===== src/verilog/regacc_pkg.sv =====
// Purpose: shared constants for the process-image register access path
// Assumes: one logical channel of three bytes, control/status byte first
// Notes: register values are 16 bits, high byte sent before low byte
package regacc_pkg;
   localparam int unsigned REG_COUNT = 64;
   localparam logic [5:0] UNLOCK_CODE_WORD_IDX = 6'h1f;
   localparam logic [5:0] BEHAVIOUR_OPTIONS_IDX = 6'h20;
   localparam logic [15:0] UNLOCK_VALUE = 16'h1235;
   localparam logic [15:0] CODE_WORD_RESET = 16'h0000;
   localparam logic [15:0] USER_REG_RESET = 16'h0000;
   localparam int unsigned CTRL_REG_BIT = 7;
   localparam int unsigned CTRL_WRITE_BIT = 6;
   localparam int unsigned BYTE_CTRL = 0;
   localparam int unsigned BYTE_DATA_HIGH = 1;
   localparam int unsigned BYTE_DATA_LOW = 2;
   localparam logic [7:0] CTRL_IDLE = 8'h00;
   typedef enum logic [1:0] {
      HOST_IDLE = 2'b00,
      HOST_WAIT = 2'b01,
      HOST_DONE = 2'b11
   } host_state_type;
endpackage


===== src/verilog/regacc_if.sv =====
// Purpose: process image channel between controller and device
// Assumes: both ends on SYS_CLK
// Notes: image bytes in channel order, byte 0 is control or status
`timescale 1ns/10ps
interface regacc_if;
   logic [7:0] out_image [0:2];
   logic [7:0] in_image [0:2];
   modport device (input out_image, output in_image);
   modport host (output out_image, input in_image);
endinterface


===== src/verilog/regacc_device.sv =====
// Purpose: device end: register mode decode, user registers, code word gate
// Assumes: controller holds a control byte until it sees the receipt
// Notes: staged behaviour options become active only via ACTIVE_LOAD (power cycle); the code word acts at once
`timescale 1ns/10ps
//
// Contract
// RQ1: control bit7 set selects register mode
// RQ2: bit6 zero reads, one writes
// RQ3: read leaves register, returns value
// RQ4: controller waits for write receipt
// RQ5: index is control bits five to zero
// RQ6: status byte first, two data bytes follow
// RQ7: high data byte precedes low byte
// RQ8: read receipt equals control byte
// RQ9: write receipt is control without bit6
// RQ10: controller ignores data after write
// RQ11: read ignores output data word
// RQ12: only code word writable when protected
// RQ13: unlock value removes write protection
// RQ14: other code value restores protection
// RQ15: new values active after power cycle
// RQ16: code word reads back held value
// RQ17: bit7 zero gives status bit7 zero
// RQ18: protected writes leave registers unchanged
// RQ19: response stable while control byte held
module regacc_device
   import regacc_pkg::*;
(
   // clock and reset
   input wire logic SYS_CLK,
   input wire logic RST,
   // process image link
   regacc_if.device LINK,
   // process data side
   input wire logic [7:0] PD_STATUS,
   input wire logic [15:0] PD_IN_WORD,
   output logic [7:0] PD_CONTROL,
   output logic [15:0] PD_OUT_WORD,
   // configuration side
   input wire logic ACTIVE_LOAD,
   output logic [15:0] ACTIVE_OPTIONS,
   output logic UNLOCKED
);
   // storage for every index, with the next values beside it
   logic [15:0] regs [0:REG_COUNT-1];
   logic [15:0] next_regs [0:REG_COUNT-1];
   logic [REG_COUNT-1:0] reg_write;

   // receipt and data word returned on the link
   logic [7:0] status_byte;
   logic [7:0] next_status_byte;
   logic [15:0] in_word;
   logic [15:0] next_in_word;

   // last ordinary process data seen
   logic [7:0] pd_control;
   logic [7:0] next_pd_control;
   logic [15:0] pd_out_word;
   logic [15:0] next_pd_out_word;

   // options as used by the running logic
   logic [15:0] active_options;
   logic [15:0] next_active_options;

   // control byte decode
   logic [7:0] ctrl;
   logic [5:0] idx;
   logic [15:0] out_word;
   logic is_reg;
   logic is_write;
   logic unlocked;
   logic write_allowed;

   // control byte sits lowest, then the high and the low data byte
   assign ctrl = LINK.out_image[BYTE_CTRL]; // RQ6
   assign out_word = {
      LINK.out_image[BYTE_DATA_HIGH],
      LINK.out_image[BYTE_DATA_LOW]
   }; // RQ7
   assign idx = ctrl[5:0]; // RQ5
   assign is_reg = ctrl[CTRL_REG_BIT]; // RQ1
   assign is_write = ctrl[CTRL_WRITE_BIT]; // RQ2

   // protection is a plain compare, so any other code word relocks at once
   assign unlocked = (regs[UNLOCK_CODE_WORD_IDX] == UNLOCK_VALUE); // RQ13 RQ14

   // the code word stays writable, or a locked device could never be opened
   assign write_allowed = (idx == UNLOCK_CODE_WORD_IDX) || unlocked; // RQ12 RQ18

   // one word per index; all indices hold storage, so no read misses
   generate
      for (genvar g = 0; g < REG_COUNT; g++) begin : gen_reg
         assign reg_write[g] = is_reg && is_write && write_allowed && (idx == 6'(g));

         always_comb begin
            next_regs[g] = regs[g];

            // a held write repeats each cycle; harmless as the value is the same
            if (reg_write[g]) begin
               next_regs[g] = out_word;
            end
         end

         always_ff @(posedge SYS_CLK or posedge RST) begin
            if (RST) begin
               regs[g] <= (g == UNLOCK_CODE_WORD_IDX) ? CODE_WORD_RESET : USER_REG_RESET;
            end else begin
               regs[g] <= next_regs[g];
            end
         end
      end
   endgenerate

   // the reply is registered, so it answers one cycle after the control byte
   always_comb begin
      next_status_byte = status_byte;
      next_in_word = in_word;

      case ({is_reg, is_write})
         2'b11: begin
            // the data word after a write keeps its old value and means nothing
            next_status_byte = {ctrl[7], 1'b0, ctrl[5:0]}; // RQ9
         end
         2'b10: begin
            next_status_byte = ctrl; // RQ8 RQ19
            next_in_word = regs[idx]; // RQ3 RQ11 RQ16
         end
         2'b00, 2'b01: begin
            next_status_byte = {1'b0, PD_STATUS[6:0]}; // RQ17
            next_in_word = PD_IN_WORD;
         end
         default: begin
            // an unknown decode holds the last reply
            next_status_byte = status_byte;
         end
      endcase
   end

   // reply registers
   always_ff @(posedge SYS_CLK or posedge RST) begin
      if (RST) begin
         status_byte <= CTRL_IDLE;
         in_word <= 16'h0000;
      end else begin
         status_byte <= next_status_byte;
         in_word <= next_in_word;
      end
   end

   // ordinary process data passes through only outside register mode
   always_comb begin
      next_pd_control = pd_control;
      next_pd_out_word = pd_out_word;

      if (!is_reg) begin
         next_pd_control = ctrl;
         next_pd_out_word = out_word;
      end
   end

   // process data registers
   always_ff @(posedge SYS_CLK or posedge RST) begin
      if (RST) begin
         pd_control <= CTRL_IDLE;
         pd_out_word <= 16'h0000;
      end else begin
         pd_control <= next_pd_control;
         pd_out_word <= next_pd_out_word;
      end
   end

   // staged options reach the logic only on a restart, never on the write itself
   always_comb begin
      next_active_options = active_options;

      if (ACTIVE_LOAD) begin
         next_active_options = regs[BEHAVIOUR_OPTIONS_IDX]; // RQ15
      end
   end

   // running options register
   always_ff @(posedge SYS_CLK or posedge RST) begin
      if (RST) begin
         active_options <= USER_REG_RESET;
      end else begin
         active_options <= next_active_options;
      end
   end

   // reply bytes on the link
   assign LINK.in_image[BYTE_CTRL] = status_byte; // RQ6
   assign LINK.in_image[BYTE_DATA_HIGH] = in_word[15:8]; // RQ7
   assign LINK.in_image[BYTE_DATA_LOW] = in_word[7:0];

   // side outputs
   assign PD_CONTROL = pd_control;
   assign PD_OUT_WORD = pd_out_word;
   assign ACTIVE_OPTIONS = active_options;
   assign UNLOCKED = unlocked;
endmodule


===== src/flat_wrapper.sv =====
// flat-port wrapper written by rule: the top's interface ports become plain ports
module regacc_device_flat import regacc_pkg::*;
  (SYS_CLK, RST, PD_STATUS, PD_IN_WORD, PD_CONTROL, PD_OUT_WORD, ACTIVE_LOAD, ACTIVE_OPTIONS, UNLOCKED, LINK_out_image, LINK_in_image);
  regacc_if LINK_i ();
  input wire logic SYS_CLK;
  input wire logic RST;
  input wire logic [7:0] PD_STATUS;
  input wire logic [15:0] PD_IN_WORD;
  output logic [7:0] PD_CONTROL;
  output logic [15:0] PD_OUT_WORD;
  input wire logic ACTIVE_LOAD;
  output logic [15:0] ACTIVE_OPTIONS;
  output logic UNLOCKED;
  input wire logic [$bits(LINK_i.out_image)-1:0] LINK_out_image;
  output wire logic [$bits(LINK_i.in_image)-1:0] LINK_in_image;
  assign LINK_i.out_image = {>>{LINK_out_image}};
  assign LINK_in_image = {>>{LINK_i.in_image}};
  regacc_device u_core (.SYS_CLK(SYS_CLK), .RST(RST), .LINK(LINK_i), .PD_STATUS(PD_STATUS), .PD_IN_WORD(PD_IN_WORD), .PD_CONTROL(PD_CONTROL), .PD_OUT_WORD(PD_OUT_WORD), .ACTIVE_LOAD(ACTIVE_LOAD), .ACTIVE_OPTIONS(ACTIVE_OPTIONS), .UNLOCKED(UNLOCKED));
endmodule

===== config.mk =====
export PLATFORM = sky130hd
export DESIGN_NAME = regacc_device_flat
export DESIGN_NICKNAME = d
export VERILOG_FILES = /design/src/verilog/regacc_pkg.sv /design/src/verilog/regacc_if.sv /design/src/verilog/regacc_device.sv /design/src/flat_wrapper.sv
export SDC_FILE = /design/constraint.sdc
export NUM_CORES = 2
export LEC_CHECK = 0
export ABC_AREA = 1
export BUFFER_PORTS_ARGS = -buffer_cell sky130_fd_sc_hd__buf_2
export CAP_MARGIN = 10
export CORE_ASPECT_RATIO = 0.7
export CORE_MARGIN = 2
export CORE_UTILIZATION = 40
export DETAILED_ROUTE_END_ITERATION = 10
export MAX_ROUTING_LAYER = met4
export SLEW_MARGIN = 20
export SYNTH_ARGS = -nofsm -noshare
export SYNTH_HDL_FRONTEND = slang
export SYNTH_SLANG_ARGS = --single-unit

===== constraint.sdc =====
create_clock -name SYS_CLK -period 92.4 [get_ports SYS_CLK]
set_input_delay 4.62 -clock SYS_CLK [delete_from_list [all_inputs] [get_ports SYS_CLK]]
set_output_delay 4.62 -clock SYS_CLK [all_outputs]
set_load 0.03 [all_outputs]

==> impl_metrics.toml <==
[detailed_routing]
ant_nets = 0
dr.pass1.iters = 6
routedWlPerCell_um = 19.3
vias_per_cell = 5.25
routed_wl_um = 152000
drc = 0
num_vias = 41400
first_iter_violations = 4647

[clock_network]
post_cts_buffers = 0
cts_inserted_buffers = 102
clkSlewWorstSetupHoldPaths_ns = 0.06
cts_tree = "built"
h-tree-depth = 3
ctsResizeCount = 0
cts_hold_buf = 0
clock_latency_ns = 0.73
clockBufferDepth = 3
clockRootBuffer = "clkbuf_16"
cts.sinks = 1087

[yosys]
yosys_warnings = 0
synth-compound-area-share = 0.122
seq_area_frac_synth = 0.555
synth_fp_nets = 6404
synthCells = 6353
muxShareOfSynthArea = 0.00368
synthSimpleGateAreaFrac = 0.275
synth_xor_area_frac = 0
ys_types = 19
synth.avg_cell_area_um2 = 7.71
synth_adder_area_share = 0
synth_seq_cells = 1087
synth_top_family_by_area = "simple AND/OR/NAND/NOR gates"
netlist_area_um2 = 49000

[job]
max_cap_viol_count = 0

[floorplan]
initial_core_util = 0.403
die_w_um = 422
core_um2 = 122000
die_y_um = 297
num_rows = 107
die_area_um2 = 125000
io_pins = 116

[setup_path]
crit_path_end_kind = "register"
cp.arrival_ns = 9.83
worst-path-max-fanout = 71
max_stage_delay_ns = 0.85
rrSetupSlack_ns = 88.97
path_cells = "buf_8 > buf_4 > nand2_1 > inv_6 > buf_4 > buf_4 > nand2_1 > nand2_1 > o21ai_0 > nand2_1 > nor2_1 > nor2_1 > nor2_1 > nand2_1 > nand2_1 > nand2_1"
crit_start = "LINK_out_image[16]"
r2r_cells = 8
worst_setup_path_start_kind = "input pin"
crit_end = "u_core.in_word[10]"
crit_required_ns = 93.07
crit_type = "input pin to register"
cp_slowest_cell = "buf_4"
rr_startpoint = "u_core.regs[513]"
r2r-end = "u_core.regs[345]"
cpMostUsedCell = "nand2_1"

[sta]
finalHoldViolCount = 0
setup_violations = 0
timing.final.crit_period_ns = 9.17
worst-slew-pin-transition_ns = 1.07
relSlewSlack = 0.287
drv_slew = 0
period_share = 0.0992
rsz0062_at_grt = "no"
tns_ns = 0
fmax_ghz = 0.109
skew_ns = 0.0326

[cells_and_area]
area_growth_pct = 10.5
layoutNonFillerInstCount = 7887
fin_nets = 6216
drive_gt1_frac = 0.0712

[pwr]
irDropWorstVdd_mv = 0.0132
p_leak_nw = 26.1
p_per_area_nw_per_um2 = 18.2

[hold_path]
whs_path_depth = 2
holdCritStartpoint = "u_core.regs[675]"
min_path_type = "register to register"

[grt]
grt_remaining_overflow = 0
grt_max_degree = 136
antenna_found_initial = 7
grt_pass1_wl_um = 236000
first_global_vias = 38600
grt_usage = 0.248

[place]
dp_hpwl_um = 85700
port-buffer-count = 113
dp_cells = 7696
gp_congestion = 0.844

[outcome]
outcome = "finished clean"
critical path: cells and delay by family:
kind	cells	cell delay, ns
AO/OA/AOI/OAI	1	0.09
AND/OR/NAND/NOR	10	1.49
buffers and inverters	5	3.35
cells in the mapped netlist:
master / n / area (um2)
buf_1: 36 / 135
buf_2: 42 / 210
nand4_1: 55 / 344
nor2_1: 233 / 875
a22o_1: 8 / 70.1
nor4_1: 3 / 18.8
inv_2: 2 / 7.51
nand2_1: 3083 / 11600
nand3_1: 130 / 651
conb_1: 1 / 3.75
buf_4: 1 / 7.51
dfrtp_1: 1087 / 27200
a21oi_1: 56 / 280
o21ai_0: 1118 / 5600
mux2_2: 16 / 180
o21ai_2: 1 / 8.76
clkbuf_1: 438 / 1640
nor2_2: 2 / 12.5
inv_1: 41 / 154
flip-flops by register name, indices dropped and copies added (netlist names):
signal,cells
u_core.status_byte,8
u_core.regs,1024
u_core.PD_CONTROL,7
u_core.PD_OUT_WORD,16
u_core.in_word,16
u_core.ACTIVE_OPTIONS,16
through the flow:
step | hold slack (ns) | setup slack [ns] | cell area [um2] | util | power (W)
2_1_floorplan | 0.453 | 57.18 | 49000 | - | 0.000524
3_3_place_gp | 0.460 | 82.48 | 50500 | 0.416 | 0.000545
3_5_place_dp | 0.460 | 82.38 | 50500 | 0.416 | 0.000545
4_1_cts | 0.483 | 83.13 | 54100 | 0.445 | 0.000992
5_1_grt | 0.496 | 83.14 | 54100 | 0.445 | 0.00102
6_report | 0.482 | 83.23 | 54100 | 0.445 | 0.000984
worst min-delay path by stage:
stage | end | slack [ns]
floorplan | u_core.regs[100] | 0.45
global placement | u_core.in_word[14] | 0.46
detailed placement | u_core.PD_CONTROL[6] | 0.46
CTS | u_core.in_word[9] | 0.48
global route | u_core.regs[367] | 0.50
finish | u_core.regs[675] | 0.48
cell usage in the layout, fill, tap and decap left out, drive strengths merged:
cell,count
nand2,3083
o21ai,1119
dfrtp,1087
nor2,235
buf,225
clkbuf,163
nand3,130
a21oi,56
nand4,55
inv,45
mux2,16
clkinv,16
a22o,8
bufinv,8
nor4,3
diode,2
conb,1
final cells by class:
cell class / instances / area (um2)
inverters: 43 / 186
fillers: 12400 / 67400
clock inverters: 26 / 353
clock buffers: 163 / 3190
repair buffers: 225 / 1440
diodes: 2 / 5.00
well taps: 1635 / 2050
flip-flops and latches: 1087 / 27200
multi-input cells: 4706 / 19700
power by group:
part | internal (W) | total, W | switching, W
clock network | 0.000258 | 0.000448 | 0.000190
registers | 0.000480 | 0.000482 | 0.00000230
logic | 0.00000740 | 0.0000540 | 0.0000466
routing by layer:
layer  track usage  vias up  routed length (um)
met3        0.0497      225               12000
met4        0.0660        0                4020
met1         0.365    20100               72300
li1              -    19800                   -
met5             -        -                   0
met2         0.347     1349               63500
cells by family after synthesis:
kind of cell,after synthesis
other cells,1
mux,16
flops,1087
buf+inv,560
compound gates,1183
simple gates,3506
Note: power is estimated with default switching activity, not from simulation.
